--- src/include/afc_defines.svh ---
// Offsets, field positions, reset values and timing counts of the flow-control block
// What this block does
// - Option clear: abort or restart discards running conversion
// - Option clear: early restart flags error, sets abort
// - Option set: abort or restart still stores result
// - Option set: restart during last conversion, no error
// - Option set: restart before list end flags error
// - Mode bit: zero restart mode, one trigger mode
// - Access config: 01 internal, 10 bus, 11 both
// - Access config resets to 00, no path enabled
// - Config bits writable only disabled or unlocked
`ifndef AFC_DEFINES_SVH
`define AFC_DEFINES_SVH

// ----------------------------------------------------------------
// Register byte addresses
// ----------------------------------------------------------------
`define AFC_ADDR_CTRL     8'h00
`define AFC_ADDR_FLOW     8'h04
`define AFC_ADDR_STATUS   8'h08
`define AFC_ADDR_MASK     8'h0c
`define AFC_ADDR_RESULT   8'h10
`define AFC_ADDR_INFO     8'h14

// ----------------------------------------------------------------
// Control register fields
// ----------------------------------------------------------------
`define AFC_CTRL_EN       15
`define AFC_CTRL_ACC_HI   11
`define AFC_CTRL_ACC_LO   10
`define AFC_CTRL_STORE    9
`define AFC_CTRL_MODE     8
`define AFC_CTRL_UNLOCK   5
`define AFC_ACC_RESET     2'b00
`define AFC_ACC_INT_BIT   0
`define AFC_ACC_BUS_BIT   1
`define AFC_MODE_RESTART  1'b0
`define AFC_MODE_TRIGGER  1'b1

// ----------------------------------------------------------------
// Flow-control register fields
// ----------------------------------------------------------------
`define AFC_FLOW_SEQUENCE_ABORT_REQUEST     3
`define AFC_FLOW_TRIGGER_REQUEST     2
`define AFC_FLOW_RESTART_REQUEST     1
`define AFC_FLOW_LIST_LOAD_OK     0

// ----------------------------------------------------------------
// Status and mask fields, info fields
// ----------------------------------------------------------------
`define AFC_ST_ERR        0
`define AFC_ST_CONV       1
`define AFC_ST_EOL        2
`define AFC_ST_W          3
`define AFC_INFO_ABORT    4
`define AFC_RES_W         10

// ----------------------------------------------------------------
// Timing and list length
// ----------------------------------------------------------------
`define AFC_CONV_CYCLES   8'd14
`define AFC_LAST_IDX      2'd3

`endif

--- src/include/afc_pkg.sv ---
// Types of the flow-control block
package afc_pkg;

   typedef enum logic [1:0] {
      AFC_IDLE = 2'b00,
      AFC_CONV = 2'b01,
      AFC_WAIT = 2'b11
   } afc_fsm_t;

   typedef struct packed {
      logic       running;
      logic [7:0] cnt;
      logic       finish;
      logic [9:0] sample;
   } afc_tmr_t;

   typedef struct packed {
      afc_fsm_t    fsm;
      logic [1:0]  idx;
      logic        list_done;
      logic        enable;
      logic [1:0]  acc;
      logic        store_sel;
      logic        mode;
      logic        unlock;
      logic        sequence_abort_request;
      logic        trigger_request;
      logic        restart_request;
      logic        list_load_ok;
      logic [2:0]  status;
      logic [2:0]  mask;
      logic [9:0]  result;
      logic [1:0]  info_idx;
      logic        info_abort;
      logic [31:0] prdata;
      logic        pready;
      logic        pslverr;
      logic        irq;
      logic        busy;
   } afc_top_t;

endpackage

--- src/include/afc_conv_if.sv ---
// Link between the flow controller and its conversion timer
`timescale 1ns/100ps
interface afc_conv_if;
   logic       start;
   logic       stop;
   logic       finish;
   logic [9:0] sample;

   modport ctrl  (output start, output stop, input finish, input sample);
   modport timer (input start, input stop, output finish, output sample);
endinterface

--- src/design/afc_conv_timer.sv ---
// Conversion timer: counts one conversion and captures its sample
`timescale 1ns/100ps
`include "afc_defines.svh"
module afc_conv_timer (
   input  wire logic        pclk,
   input  wire logic        presetn,
   input  wire logic [9:0]  sample_in,
   afc_conv_if.timer        cv
);

   afc_pkg::afc_tmr_t r;
   afc_pkg::afc_tmr_t next_r;

   always_comb begin
      next_r        = r;
      next_r.finish = 1'b0;
      if (cv.start) begin
         // A new start restarts the count even if one is running
         next_r.running = 1'b1;
         next_r.cnt     = `AFC_CONV_CYCLES;
      end else if (cv.stop) begin
         next_r.running = 1'b0;
      end else if (r.running) begin
         if (r.cnt == 8'h01) begin
            next_r.running = 1'b0;
            next_r.finish  = 1'b1;
            next_r.sample  = sample_in;
         end else begin
            next_r.cnt = r.cnt - 8'h01;
         end
      end
   end

   always_ff @(posedge pclk or negedge presetn) begin
      if (!presetn) begin
         r <= '0;
      end else begin
         r <= next_r;
      end
   end

   assign cv.finish = r.finish;
   assign cv.sample = r.sample;

endmodule

--- src/design/afc_top.sv ---
// Flow-control block: APB registers, request arbitration and conversion sequencing
//
// The register offsets and register access over APB were decided locally.
`timescale 1ns/100ps
`include "afc_defines.svh"
module afc_top (
   input  wire logic        pclk,
   input  wire logic        presetn,
   input  wire logic        psel,
   input  wire logic        penable,
   input  wire logic        pwrite,
   input  wire logic [7:0]  paddr,
   input  wire logic [31:0] pwdata,
   input  wire logic [3:0]  pstrb,
   input  wire logic        special_mode,
   input  wire logic        int_sequence_abort,
   input  wire logic        int_restart,
   input  wire logic        int_trigger,
   input  wire logic        int_load_ok,
   input  wire logic [9:0]  sample_in,
   output logic [31:0]      prdata,
   output logic             pready,
   output logic             pslverr,
   output logic             irq,
   output logic             conv_busy
);

   afc_pkg::afc_top_t r;
   afc_pkg::afc_top_t next_r;

   afc_conv_if cv ();

   logic        conv_start;
   logic        conv_stop;
   logic        ev_err;
   logic        ev_conv;
   logic        ev_eol;
   logic        clr_sequence_abort_request;
   logic        clr_restart_request;
   logic        clr_trigger_request;
   logic        clr_list_load_ok;
   logic        set_sequence_abort_request;
   logic        unfinished;
   logic        last_conv;
   logic        bus_wr;
   logic        cfg_wr_ok;
   logic [31:0] wmask;
   logic [31:0] ctrl_word;
   logic [3:0]  flow_set;
   logic [3:0]  int_set;

   // ----------------------------------------------------------------
   // Conversion timer
   // ----------------------------------------------------------------
   afc_conv_timer u_timer (
      .pclk      (pclk),
      .presetn   (presetn),
      .sample_in (sample_in),
      .cv        (cv.timer)
   );

   assign cv.start = conv_start;
   assign cv.stop  = conv_stop;

   // ----------------------------------------------------------------
   // Helpers
   // ----------------------------------------------------------------
   function automatic logic [31:0] lane_mask(input logic [3:0] strb);
      lane_mask = {{8{strb[3]}}, {8{strb[2]}}, {8{strb[1]}}, {8{strb[0]}}};
   endfunction

   function automatic logic [31:0] read_mux(input afc_pkg::afc_top_t s, input logic [7:0] addr);
      read_mux = 32'h0000_0000;
      unique case (addr)
         `AFC_ADDR_CTRL: begin
            read_mux[`AFC_CTRL_EN]                      = s.enable;
            read_mux[`AFC_CTRL_ACC_HI:`AFC_CTRL_ACC_LO] = s.acc;
            read_mux[`AFC_CTRL_STORE]                   = s.store_sel;
            read_mux[`AFC_CTRL_MODE]                    = s.mode;
            read_mux[`AFC_CTRL_UNLOCK]                  = s.unlock;
         end
         `AFC_ADDR_FLOW: begin
            read_mux[`AFC_FLOW_SEQUENCE_ABORT_REQUEST] = s.sequence_abort_request;
            read_mux[`AFC_FLOW_TRIGGER_REQUEST] = s.trigger_request;
            read_mux[`AFC_FLOW_RESTART_REQUEST] = s.restart_request;
            read_mux[`AFC_FLOW_LIST_LOAD_OK] = s.list_load_ok;
         end
         `AFC_ADDR_STATUS: begin
            read_mux[`AFC_ST_W-1:0] = s.status;
         end
         `AFC_ADDR_MASK: begin
            read_mux[`AFC_ST_W-1:0] = s.mask;
         end
         `AFC_ADDR_RESULT: begin
            read_mux[`AFC_RES_W-1:0] = s.result;
         end
         `AFC_ADDR_INFO: begin
            read_mux[1:0]             = s.info_idx;
            read_mux[`AFC_INFO_ABORT] = s.info_abort;
         end
         default: begin
            read_mux = 32'h0000_0000;
         end
      endcase
   endfunction

   function automatic logic addr_hit(input logic [7:0] addr);
      addr_hit = (addr == `AFC_ADDR_CTRL) || (addr == `AFC_ADDR_FLOW) ||
                 (addr == `AFC_ADDR_STATUS) || (addr == `AFC_ADDR_MASK) ||
                 (addr == `AFC_ADDR_RESULT) || (addr == `AFC_ADDR_INFO);
   endfunction

   // ----------------------------------------------------------------
   // Next-state logic
   // ----------------------------------------------------------------
   always_comb begin
      next_r     = r;
      conv_start = 1'b0;
      conv_stop  = 1'b0;
      ev_err     = 1'b0;
      ev_conv    = 1'b0;
      ev_eol     = 1'b0;
      clr_sequence_abort_request   = 1'b0;
      clr_restart_request   = 1'b0;
      clr_trigger_request   = 1'b0;
      clr_list_load_ok   = 1'b0;
      set_sequence_abort_request   = 1'b0;
      flow_set   = 4'h0;
      int_set    = 4'h0;
      wmask      = lane_mask(pstrb);
      ctrl_word  = (read_mux(r, `AFC_ADDR_CTRL) & ~wmask) | (pwdata & wmask);
      unfinished = (r.fsm == afc_pkg::AFC_CONV) || ((r.fsm == afc_pkg::AFC_WAIT) && !r.list_done);
      last_conv  = (r.fsm == afc_pkg::AFC_CONV) && (r.idx == `AFC_LAST_IDX);

      // APB: answer one cycle into the access phase
      bus_wr      = psel && penable && r.pready && pwrite;
      cfg_wr_ok   = !r.enable || r.unlock;
      next_r.pready  = psel && penable && !r.pready;
      next_r.pslverr = psel && penable && !r.pready && !addr_hit(paddr);
      next_r.prdata  = (psel && penable && !r.pready && !pwrite) ? read_mux(r, paddr) : 32'h0000_0000;

      // Control register
      if (bus_wr && (paddr == `AFC_ADDR_CTRL)) begin
         next_r.enable = ctrl_word[`AFC_CTRL_EN];
         if (cfg_wr_ok) begin
            next_r.acc       = ctrl_word[`AFC_CTRL_ACC_HI:`AFC_CTRL_ACC_LO];
            next_r.store_sel = ctrl_word[`AFC_CTRL_STORE];
            next_r.mode      = ctrl_word[`AFC_CTRL_MODE];
         end
         if (special_mode) begin
            next_r.unlock = ctrl_word[`AFC_CTRL_UNLOCK];
         end
      end
      if (!special_mode) begin
         next_r.unlock = 1'b0;
      end

      // Request sources, each gated by its access path
      if (bus_wr && (paddr == `AFC_ADDR_FLOW) && r.acc[`AFC_ACC_BUS_BIT]) begin
         flow_set = pwdata[3:0] & {4{pstrb[0]}};
      end
      if (r.acc[`AFC_ACC_INT_BIT]) begin
         int_set = {int_sequence_abort, int_trigger, int_restart, int_load_ok};
      end

      // Sequencer
      if (!r.enable) begin
         // Disabling drops the running conversion and the abort, restart and trigger requests
         next_r.fsm       = afc_pkg::AFC_IDLE;
         next_r.list_done = 1'b0;
         conv_stop        = (r.fsm == afc_pkg::AFC_CONV);
         clr_sequence_abort_request         = 1'b1;
         clr_restart_request         = 1'b1;
         clr_trigger_request         = 1'b1;
      end else if (r.sequence_abort_request) begin
         if (r.fsm == afc_pkg::AFC_CONV) begin
            conv_stop = 1'b1;
            ev_conv   = r.store_sel;
         end
         next_r.fsm       = afc_pkg::AFC_IDLE;
         next_r.list_done = 1'b0;
         clr_sequence_abort_request         = 1'b1;
      end else if (r.restart_request) begin
         if (!r.store_sel && unfinished) begin
            // Abort first; the restart stays pending behind it
            ev_err     = 1'b1;
            set_sequence_abort_request   = 1'b1;
            conv_stop  = (r.fsm == afc_pkg::AFC_CONV);
            next_r.fsm = afc_pkg::AFC_IDLE;
         end else begin
            if (r.fsm == afc_pkg::AFC_CONV) begin
               conv_stop = 1'b1;
               ev_conv   = r.store_sel;
            end
            ev_err           = r.store_sel && unfinished && !last_conv;
            clr_restart_request         = 1'b1;
            clr_list_load_ok         = 1'b1;
            next_r.idx       = 2'b00;
            next_r.list_done = 1'b0;
            if (r.mode == `AFC_MODE_RESTART) begin
               next_r.fsm = afc_pkg::AFC_CONV;
               conv_start = 1'b1;
            end else begin
               next_r.fsm = afc_pkg::AFC_WAIT;
            end
         end
      end else begin
         unique case (r.fsm)
            afc_pkg::AFC_IDLE: begin
               clr_trigger_request = 1'b1;
            end
            afc_pkg::AFC_WAIT: begin
               if (r.trigger_request) begin
                  clr_trigger_request         = 1'b1;
                  next_r.fsm       = afc_pkg::AFC_CONV;
                  next_r.list_done = 1'b0;
                  conv_start       = 1'b1;
               end
            end
            afc_pkg::AFC_CONV: begin
               clr_trigger_request = 1'b1;
               if (cv.finish) begin
                  ev_conv = 1'b1;
                  if (r.idx == `AFC_LAST_IDX) begin
                     ev_eol           = 1'b1;
                     next_r.idx       = 2'b00;
                     next_r.list_done = 1'b1;
                     next_r.fsm       = (r.mode == `AFC_MODE_TRIGGER) ? afc_pkg::AFC_WAIT : afc_pkg::AFC_IDLE;
                  end else begin
                     next_r.idx = r.idx + 2'b01;
                     if (r.mode == `AFC_MODE_RESTART) begin
                        conv_start = 1'b1;
                     end else begin
                        next_r.fsm = afc_pkg::AFC_WAIT;
                     end
                  end
               end
            end
            default: begin
               next_r.fsm = afc_pkg::AFC_IDLE;
            end
         endcase
      end

      // Result storage
      if (ev_conv) begin
         next_r.result     = cv.finish ? cv.sample : sample_in;
         next_r.info_idx   = r.idx;
         next_r.info_abort = !cv.finish;
      end

      // Flow bits: hardware clears first, new requests win
      next_r.sequence_abort_request = (r.sequence_abort_request & ~clr_sequence_abort_request) | set_sequence_abort_request | flow_set[`AFC_FLOW_SEQUENCE_ABORT_REQUEST] | int_set[`AFC_FLOW_SEQUENCE_ABORT_REQUEST];
      next_r.restart_request = (r.restart_request & ~clr_restart_request) | flow_set[`AFC_FLOW_RESTART_REQUEST] | int_set[`AFC_FLOW_RESTART_REQUEST];
      next_r.trigger_request = (r.trigger_request & ~clr_trigger_request) | flow_set[`AFC_FLOW_TRIGGER_REQUEST] | int_set[`AFC_FLOW_TRIGGER_REQUEST];
      next_r.list_load_ok = (r.list_load_ok & ~clr_list_load_ok) | flow_set[`AFC_FLOW_LIST_LOAD_OK] | int_set[`AFC_FLOW_LIST_LOAD_OK];

      // Status: write one to clear, events win
      if (bus_wr && (paddr == `AFC_ADDR_STATUS)) begin
         next_r.status = r.status & ~(pwdata[`AFC_ST_W-1:0] & {`AFC_ST_W{pstrb[0]}});
      end
      if (bus_wr && (paddr == `AFC_ADDR_MASK) && pstrb[0]) begin
         next_r.mask = pwdata[`AFC_ST_W-1:0];
      end
      next_r.status[`AFC_ST_ERR]  = next_r.status[`AFC_ST_ERR] | ev_err;
      next_r.status[`AFC_ST_CONV] = next_r.status[`AFC_ST_CONV] | ev_conv;
      next_r.status[`AFC_ST_EOL]  = next_r.status[`AFC_ST_EOL] | ev_eol;

      next_r.irq  = |(next_r.status & next_r.mask);
      next_r.busy = (next_r.fsm == afc_pkg::AFC_CONV);
   end

   // ----------------------------------------------------------------
   // State register
   // ----------------------------------------------------------------
   always_ff @(posedge pclk or negedge presetn) begin
      if (!presetn) begin
         r     <= '0;
         r.acc <= `AFC_ACC_RESET;
      end else begin
         r <= next_r;
      end
   end

   // ----------------------------------------------------------------
   // Outputs
   // ----------------------------------------------------------------
   assign prdata    = r.prdata;
   assign pready    = r.pready;
   assign pslverr   = r.pslverr;
   assign irq       = r.irq;
   assign conv_busy = r.busy;

endmodule

--- config.mk ---
export PLATFORM = sky130hd
export DESIGN_NAME = afc_top
export DESIGN_NICKNAME = d
export VERILOG_FILES = /design/src/include/afc_pkg.sv /design/src/include/afc_conv_if.sv /design/src/design/afc_conv_timer.sv /design/src/design/afc_top.sv
export VERILOG_INCLUDE_DIRS = /design/src /design/src/include
export SDC_FILE = /design/constraint.sdc
export NUM_CORES = 1
export LEC_CHECK = 0
export ABC_AREA = 1
export BUFFER_PORTS_ARGS = -buffer_cell sky130_fd_sc_hd__buf_2
export CELL_PAD_IN_SITES_DETAIL_PLACEMENT = 1
export CELL_PAD_IN_SITES_GLOBAL_PLACEMENT = 1
export CORE_MARGIN = 2
export CORE_UTILIZATION = 39
export CTS_CLUSTER_DIAMETER = 30
export DETAILED_ROUTE_END_ITERATION = 10
export HOLD_SLACK_MARGIN = 0.06
export PLACE_DENSITY = 0.78
export SLEW_MARGIN = 20
export SYNTH_ARGS = -nofsm -noshare
export SYNTH_HDL_FRONTEND = slang
export SYNTH_SLANG_ARGS = --single-unit
export TNS_END_PERCENT = 1
--- constraint.sdc ---
create_clock -name pclk -period 2.2 [get_ports pclk]
set_clock_uncertainty 0.05 [all_clocks]
set_input_delay 0.22 -clock pclk [delete_from_list [all_inputs] [get_ports pclk]]
set_output_delay 0.22 -clock pclk [all_outputs]
set_load 0.005 [all_outputs]
==> summary.txt, run 1 <==
Cells and area
  • Most frequent cells in the layout: 125 x nand2_1, 71 x dfrtp_1, 56 x buf_2
  • Ant. Diodes: 0
  • Register area: 1780 sq um
  • Nets: 590
  • Layout fillers: 1247
  • Non-filler instance count after layout: 661
  • Most common cell after layout, fill and taps aside: nand2_1
  • Multi-input gate area: 1610 sq um
  • Proportion of layout cells with a drive suffix above 1: 22.0%
  • P&R area growth vs syn: 13.5%

Worst setup path
  • Register-to-Register Path Depth: 8
  • Worst path top cell family by delay: simple AND/OR/NAND/NOR gates
  • Worst path cell trace: ha_1 > or2_2 > o21ai_2 > nand2_2 > nand3_4 > inv_1 > nand2_1 > nand2_1
  • CP max-delay cell: dfrtp_1
  • CP Launch Type: flip-flop
  • Worst setup EP type: flip-flop
  • Arrival time at the worst endpoint: 2040 ps
  • Most frequent CP cell: nand2_1
  • Crit path buffers/inverters: 1
  • R2R Setup Slk: 350 ps
  • Crit-path max cell delay: 410 ps
  • Critical Path RT: 2390 ps
  • RR Startpoint: r[66]$_DFFE_PN0P_
  • Critical R2R Capture: u_timer.cv.sample[6]$_DFFE_PN0P_
  • Critical path class: reg -> reg
  • Max Fanout on Critical Path: 18

STA
  • RSZ-0062 raised after global routing: false
  • Crit share post-route: 84.1%
  • Worst-Margin Slew: 553 ps
  • Final setup vio count: 0
  • Final hold vios: 0
  • Final worst path period need: 1850 ps
  • Achievable frequency: 0.541 GHz
  • Rel. slew slack: 62.7%
  • Max-slew violation count: 0
  • Setup_tns: 0 ps
  • Hold WS: 74.5 ps
  • Final worst slack: 350 ps

Floorplan
  • Initial Utilization: 39.8%
  • Chip Height: 103 um
  • Top-level I/O count: 100
  • Die area: 10600 sq um
  • Core Area: 9640 sq um
  • Die X: 103 um
  • Num rows: 36

Power
  • Clock share of power: 41.1%
  • Final Power: 0.00249 W
  • Internal power: 0.00192 W
  • Switching Fraction: 23.0%
  • Maximum VDD drop: 0.000236 V
  • Power density cells: 572 nW/um^2
  • Sequential power share: 53.0%
  • Leakage: 2.18 nW
  • Gate power share: 6.0%
  • Sw Pwr: 0.000572 W

Routing
  • Final WL: 9590 um
  • Remaining antenna violation count: 0
  • Vias: 3170
  • Iter 0 DRT Violations: 118
  • DRC viols: 0
  • WL/cell: 14.5 um
  • Mean number of vias per cell: 4.80
  • 1st-pass router iterations: 4

Clock network
  • H-tree level count: 3
  • Largest buffer count on any clock path: 2
  • Clock slew at reported path FFs: 70 ps
  • Clk_lat worst skew: 340 ps
  • CTS Buf Count: 9
  • CTS resizes: 0
  • Clock sinks: 71
  • Clock root buffer: clkbuf_8
  • CTS tree: yes

Outcome
  • Status: completed

GRT
  • Overflow after GRT: 0
  • Vias in the first global route: 3290
  • Total GRT Usage: 19.2%
  • Largest net degree at the start of global routing: 34
  • Initial antenna violation count: 0
  • Global-route wire length before repair: 15700 um

Logic synthesis
  • Area contributors post-synth: dfrtp_1 46%, nand2_1 12%, buf_4 6.5%
  • Synth area leader: dfrtp_1
  • Number of synthesized flops with an enable pin: 0
  • Cells after Synth: 465
  • Ys Warns: 0
  • Synth async-reset ratio: 100%
  • Sequential area share after synthesis: 46.3%
  • Mapped cell area: 3830 sq um
  • Post-synth top area share: 46.3%
  • Flops & latches, synth: 71
  • Top FF cell, synth: dfrtp_1
  • Post-synth cell types: 36
  • Synth Area per Inst: 8.25 sq um

Place
  • Placed insts: 637
  • IO Port Bufs: 56
  • Final Wtd Congestion: 0.839
  • Hpwl dp: 7290 um
  • Pre-CTS setup slack: 358 ps

Worst hold path
  • Worst Hold Launch: int_restart
  • Hold Path Depth: 3
  • HP Class: in -> reg
  • Hold path endpoint: r[56]$_DFF_PN0_

Job
  • Max-capacitance violation count: 0
## sequential cells by signal (all words and copies together), names as in the netlist, named ones only
name / cells
u_timer.r: 9
pready: 1
conv_busy: 1
u_timer.cv.finish: 1
u_timer.cv.sample: 10
pslverr: 1
irq: 1
r: 29
prdata: 13
## area by class of cell
class	count	area share (%)
sequential	71	40.8
multi-input combinational	318	36.9
timing repair buffer	67	9.09
inverter	56	4.95
tap	133	3.82
clock buffer	12	3.34
clock inverter	4	1.04
## cell usage after synthesis (2+ instances only)
cell and n:
nand3_1 33, buf_4 33, o211ai_1 3, nor2_2 4, nand3_4 2, inv_1 50
nand2_4 3, nor2_4 6, nor2_1 36, nand3b_1 2, inv_2 4, a31oi_2 5
o21ai_0 23, nor3_1 9, a21oi_1 14, nand3_2 3, nand4_1 6, nand2_1 125
o21ai_2 8, a31oi_1 4, nand2_2 5, dfrtp_1 71, ha_1 3
## tightest hold or removal path, stage by stage
cell and delay, ps:
buf_2 80, a21oi_1 50, o21ai_0 70
## cell families (layout without fill, tap and decap cells)
kind of cell	after synthesis	after routing	synth area share (%)
and+or+nand+nor	236	236	28.9
AOI/OAI and AO/OA	60	60	10.2
buffers and inverters	94	139	13.5
DFF	71	71	46.3
adders and majority gates	3	3	0.979
other	1	19	0.0978
## repair_timing
action                                  in CTS  in global routing
hold endpoints to repair                    27                  0
buffers inserted                             0                  0
hold buffers                                 8                  0
endpoints found under the setup margin       0                  0
## power groups by stage
stage / Combinational, W / Sequential [W] / Clock [W]
floorplan: 0.0000752 / 0.00134 / 0
global placement: 0.000135 / 0.00134 / 0
detailed placement: 0.000139 / 0.00134 / 0
CTS: 0.000151 / 0.00132 / 0.00105
global route: 0.000170 / 0.00132 / 0.00110
finish: 0.000149 / 0.00132 / 0.00102
## layer usage
layer / track usage [%] / share of wire (%)
met3: 2.92 / 3.0
met4: 7.79 / 2.1
met1: 24.2 / 44
met5: 0 / 0
met2: 33.1 / 51
## how the worst max path moves through the flow
| stage | cells after the start | slack (ps) | start | endpoint |
|---|---|---|---|---|
| floorplan | 8 | 610 | r[66]$_DFFE_PN0P_ | u_timer.r[16]$_DFFE_PN0P_ |
| global placement | 8 | 390 | r[66]$_DFFE_PN0P_ | u_timer.cv.sample[8]$_DFFE_PN0P_ |
| detailed placement | 8 | 360 | r[66]$_DFFE_PN0P_ | u_timer.cv.sample[6]$_DFFE_PN0P_ |
| CTS | 8 | 340 | r[66]$_DFFE_PN0P_ | u_timer.cv.sample[6]$_DFFE_PN0P_ |
| global route | 8 | 180 | r[66]$_DFFE_PN0P_ | u_timer.r[16]$_DFFE_PN0P_ |
| finish | 8 | 350 | r[66]$_DFFE_PN0P_ | u_timer.cv.sample[6]$_DFFE_PN0P_ |
## metrics by stage
stage	instance area (sq um)	utilization (%)
floorplan	3900	-
global placement	4080	42.3
detailed placement	4080	42.3
CTS	4350	45.1
global route	4350	45.1
finish	4350	45.1
Power figures use the tool's default switching activity.
==> run 2: changes to the inputs <==
Settings changed: CORE_UTILIZATION 39 to 35, PLACE_DENSITY 0.78 to 0.73.
Clock period 2.2 ns to 1.7 ns, I/O delays scaled along.
==> run 2 against run 1 <==
  * Cell area up 8.8%
  * Utilization is 1.1 points lower
  * Via count increased by 3.0%
  * Sequential share of layout area down 3.3 points
  * Maximum frequency up 14%
  * Cell count grew 6.2%
  * Die area up 11%
  * Combinational power is 54% higher
  * Clock-buffer cell count shrank 3
  * Worst setup slack worse by 270 ps
  * Sequential power grew 29%
  * First-iteration DRC count is 7.6% lower
  * Largest cell class unchanged
  * Largest power group unchanged
  * Highest routed layer unchanged
==> summary.txt, run 2 (synthesized netlist as in run 1, its figures left out) <==
Outcome
  • Status: completed

Worst hold path
  • Hold Path Depth: 3
  • HP Class: in -> reg

GRT
  • Vias in the first global route: 3377
  • Global-route wire length before repair: 16000 um
  • Overflow after GRT: 0
  • Largest net degree at the start of global routing: 72
  • Total GRT Usage: 17.4%
  • Initial antenna violation count: 0

STA
  • Final worst slack: 79.1 ps
  • Hold WS: 76.7 ps
  • Setup_tns: 0 ps
  • Max-slew violation count: 0
  • RSZ-0062 raised after global routing: true
  • Worst-Margin Slew: 510 ps
  • Achievable frequency: 0.617 GHz
  • Final hold vios: 0
  • Rel. slew slack: 65.6%
  • Final setup vio count: 0
  • Final worst path period need: 1620 ps
  • Crit share post-route: 95.3%

Routing
  • Final WL: 9750 um
  • DRC viols: 0
  • Remaining antenna violation count: 0
  • Mean number of vias per cell: 4.65
  • 1st-pass router iterations: 4
  • Vias: 3265
  • WL/cell: 13.9 um
  • Iter 0 DRT Violations: 109

Cells and area
  • Proportion of layout cells with a drive suffix above 1: 24.9%
  • Most common cell after layout, fill and taps aside: nand2_1
  • Nets: 625
  • Register area: 1780 sq um
  • Multi-input gate area: 1630 sq um
  • P&R area growth vs syn: 23.5%
  • Layout fillers: 1331
  • Non-filler instance count after layout: 702
  • Ant. Diodes: 0
  • Most frequent cells in the layout: 124 x nand2_1, 70 x dfrtp_1, 56 x buf_2
  • Max reg flops: 29
  • Biggest register: r
  • Final instance area: 4730 sq um

Worst setup path
  • Most frequent CP cell: nand2_2
  • R2R Setup Slk: 80 ps
  • CP Launch Type: flip-flop
  • Critical path class: reg -> reg
  • Worst path top cell family by delay: simple AND/OR/NAND/NOR gates
  • Levels on crit path: 8
  • Crit path buffers/inverters: 1
  • Critical Path RT: 1940 ps
  • Arrival time at the worst endpoint: 1860 ps
  • Crit-path max cell delay: 410 ps
  • Max Fanout on Critical Path: 5
  • CP max-delay cell: dfrtp_1
  • Register-to-Register Path Depth: 8
  • Worst path cell trace: ha_2 > or2_2 > o21ai_2 > nand2_2 > nand3_4 > clkbuf_16 > nand2_2 > nand2_1
  • Worst setup EP type: flip-flop

Floorplan
  • Top-level I/O count: 100
  • Die area: 11800 sq um
  • Num rows: 38
  • Die X: 109 um
  • Core Area: 10700 sq um
  • Initial Utilization: 35.7%
  • Chip Height: 109 um

Clock network
  • Clock slew at reported path FFs: 80 ps
  • H-tree level count: 3
  • Clock root buffer: clkbuf_8
  • Largest buffer count on any clock path: 2
  • CTS tree: yes
  • Clk_lat worst skew: 350 ps
  • CTS Buf Count: 9
  • Clock sinks: 71

Power
  • Maximum VDD drop: 0.000354 V
  • Switching Fraction: 23.2%
  • Sequential power share: 50.1%
  • Clock share of power: 43.1%
  • Gate power share: 6.8%
  • Internal power: 0.00261 W
  • Power density cells: 718 nW/um^2
  • Leakage: 2.35 nW
  • Sw Pwr: 0.000788 W

Place
  • Final Wtd Congestion: 0.856
  • Area after DPL: 4200 sq um
  • IO Port Bufs: 56
  • Placed insts: 657
  • Pre-CTS setup slack: 45.4 ps
  • Hpwl dp: 7190 um

Job
  • Max-capacitance violation count: 0
run 2: layout make-up:
cell class                      count  area share (%)
Inverter                           56            4.60
Tap cell                          140            3.70
Clock buffer                        9            2.62
Timing Repair Buffer              101            15.3
Multi-Input combinational cell    319            34.4
Sequential cell                    71            37.6
Clock inverter                      6            1.82
run 2: what timing repair did:
item / 4_1_cts / 5_1_grt
hold endpoints to repair: 100 / 0
setup buffers: 0 / 2
setup endpoints to repair: 0 / 18
hold buffers: 26 / 0
resized for setup: 0 / 8
run 2: final timing paths:
check                             startpoint                          endpoint
max                        r[67]$_DFFE_PN0P_  u_timer.cv.sample[8]$_DFFE_PN0P_
min                                  penable                  pready$_DFF_PN0_
max reg2reg                r[67]$_DFFE_PN0P_  u_timer.cv.sample[8]$_DFFE_PN0P_
min reg2reg                 pready$_DFF_PN0_                  pready$_DFF_PN0_
max in group asynchronous            presetn                   r[68]$_DFF_PN0_
min in group asynchronous            presetn  u_timer.cv.sample[7]$_DFFE_PN0P_
run 2: metrics by stage:
stage	utilization [%]	total power, W
floorplan	-	0.00183
global placement	39.1	0.00192
detailed placement	39.1	0.00192
CTS	43.5	0.00344
global route	44.1	0.00354
finish	44.1	0.00340
run 2: routing by layer:
layer  vias to the layer above  share of wire, %  global-route usage [%]
met2                        52                51                    30.5
met3                        14               2.9                    2.99
met5                         -                 0                       0
li1                       1627                 -                       -
met4                         0               2.2                    7.33
met1                      1572                44                    21.2
run 2: worst register-to-register path, delay by kind of cell (launching register included):
kind	cells	cell delay, ps
AND/OR/NAND/NOR	5	610
flip-flops	1	410
adder cells (fa/ha/maj)	1	190
buffers and inverters	1	170
AO/OA/AOI/OAI	1	140
run 2: power by group through the flow:
stage                     registers (W)   logic, W  clock network (W)
after floorplan                 0.00174  0.0000973                  0
after global placement          0.00174   0.000181                  0
after detailed placement        0.00174   0.000185                  0
after CTS                       0.00170   0.000232            0.00150
after global routing            0.00170   0.000262            0.00158
final                           0.00170   0.000230            0.00147
==> run 3: changes to the inputs <==
Settings changed: CORE_UTILIZATION 35 to 42, PLACE_DENSITY 0.73 to 0.83.
Clock period 1.7 ns to 1.9 ns, I/O delays scaled along.
==> run 3 against run 2 <==
  * Utilization increased by 8.6 points
  * Register-to-register slack better by 70 ps
  * Clock-buffer cell count increased by 2
  * Clock power grew 10%
  * Cell area decreased by 2.1%
  * Critical endpoint is now u_timer.cv.sample[7]$_DFFE_PN0P_
  * Highest routed layer unchanged
==> summary.txt, run 3 (synthesized netlist as in run 1, its figures left out) <==
Outcome
  • Status: completed

Cells and area
  • Biggest register: r
  • Max reg flops: 29
  • Most common cell after layout, fill and taps aside: nand2_1
  • Final instance area: 4640 sq um
  • Proportion of layout cells with a drive suffix above 1: 22.8%
  • Ant. Diodes: 0
  • Nets: 614
  • P&R area growth vs syn: 20.9%
  • Most frequent cells in the layout: 125 x nand2_1, 71 x dfrtp_1, 56 x buf_2

Routing
  • 1st-pass router iterations: 4
  • Mean number of vias per cell: 5.07
  • Vias: 3345
  • WL/cell: 15.4 um
  • DRC viols: 0
  • Final WL: 10100 um
  • Iter 0 DRT Violations: 114
  • Remaining antenna violation count: 0

Worst setup path
  • CP Launch Type: flip-flop
  • Worst setup EP type: flip-flop
  • CP Launch Point: r[66]$_DFFE_PN0P_
  • Critical R2R Capture: u_timer.cv.sample[7]$_DFFE_PN0P_
  • Max Fanout on Critical Path: 16
  • R2R Setup Slk: 150 ps
  • Critical path class: reg -> reg
  • Arrival time at the worst endpoint: 1950 ps
  • Critical Path RT: 2100 ps
  • RR Startpoint: r[66]$_DFFE_PN0P_
  • Register-to-Register Path Depth: 8

GRT
  • Vias in the first global route: 3521
  • Initial antenna violation count: 0
  • Largest net degree at the start of global routing: 43
  • Total GRT Usage: 21.6%
  • Global-route wire length before repair: 16800 um
  • Overflow after GRT: 0

Power
  • Power density cells: 723 nW/um^2
  • Leakage: 2.34 nW
  • Maximum VDD drop: 0.000367 V

Place
  • IO Port Bufs: 56
  • Hpwl dp: 7280 um
  • Final Wtd Congestion: 0.823
  • Area after DPL: 4100 sq um

Worst hold path
  • Hold Path Depth: 4
  • Worst Hold Launch: pwrite
  • Hold path endpoint: prdata[2]$_DFF_PN0_
  • HP Class: in -> reg

STA
  • Setup_tns: 0 ps
  • Final hold vios: 0
  • Final worst path period need: 1750 ps
  • Max-slew violation count: 0
  • Crit share post-route: 92.2%
  • RSZ-0062 raised after global routing: false
  • Final setup vio count: 0
  • Hold WS: 83.3 ps
  • Achievable frequency: 0.571 GHz

Floorplan
  • Core Area: 8810 sq um
  • Die X: 99.6 um
  • Chip Height: 99.6 um
  • Num rows: 34
  • Die area: 9910 sq um
  • Top-level I/O count: 100
  • Initial Utilization: 43.5%

Clock network
  • Largest buffer count on any clock path: 2
  • Clock sinks: 71
  • CTS tree: yes
  • H-tree level count: 3
  • Clk_lat worst skew: 360 ps
  • CTS Buf Count: 9
  • Clock root buffer: clkbuf_8
  • Clock slew at reported path FFs: 80 ps

Job
  • Max-capacitance violation count: 0
## run 3: final cells by class
cell class                 instances  area [sq um]
fill                            1106          4170
clock buffer                      11           141
clock inverter                     5           129
sequential                        71          1780
timing repair buffer              91           626
tap                              108           135
multi-input combinational        318          1610
inverter                          56           215
## run 3: critical path: stages, from the launching register on
cell and delay [ps]:
dfrtp_1 410, ha_1 230, or2_2 280, o21ai_2 140
nand2_2 80, nand3_4 180, inv_1 130, nand2_1 80
nand2_1 50
## run 3: worst max path at each step
stage	depth (start not counted)	slack (ps)	endpoint
2_1_floorplan	8	310	u_timer.r[16]$_DFFE_PN0P_
3_3_place_gp	8	200	u_timer.cv.sample[7]$_DFFE_PN0P_
3_5_place_dp	8	150	u_timer.cv.sample[7]$_DFFE_PN0P_
4_1_cts	6	70	r[59]$_DFFE_PN0P_
5_1_grt	10	20	u_timer.cv.sample[7]$_DFFE_PN0P_
6_report	8	150	u_timer.cv.sample[7]$_DFFE_PN0P_
## run 3: metrics by stage
step                power [W]  util, %  setup WS, ps  cells
finish                0.00335     52.7           148    660
global route          0.00347     52.7          15.1    660
detailed placement    0.00172     46.6           147    617
CTS                   0.00339     52.2          67.3    656
floorplan             0.00164        -           306    483
global placement      0.00172     46.6           202    617
## run 3: report_power, final
| group | internal, W | total [W] | switching, W |
|---|---|---|---|
| sequential | 0.00152 | 0.00152 | 0.00000624 |
| clock | 0.00104 | 0.00162 | 0.000576 |
| combinational | 0.0000905 | 0.000208 | 0.000118 |
| total | 0.00265 | 0.00335 | 0.000700 |
## run 3: repair_timing
| action | in CTS | in global routing |
|---|---|---|
| endpoints found under the hold margin | 93 | 0 |
| hold buffers | 23 | 0 |
| endpoints found under the setup margin | 0 | 1 |
| buffers inserted | 0 | 4 |
| resized for setup | 0 | 2 |
## run 3: metal layers
| metal | vias to the layer above | track usage (%) | part of all wire [%] |
|---|---|---|---|
| li1 | 1607 | - | - |
| met1 | 1621 | 25.5 | 41 |
| met2 | 98 | 37.8 | 52 |
| met3 | 19 | 4.64 | 4.9 |
| met4 | 0 | 9.48 | 2.6 |
| met5 | - | 0 | 0 |
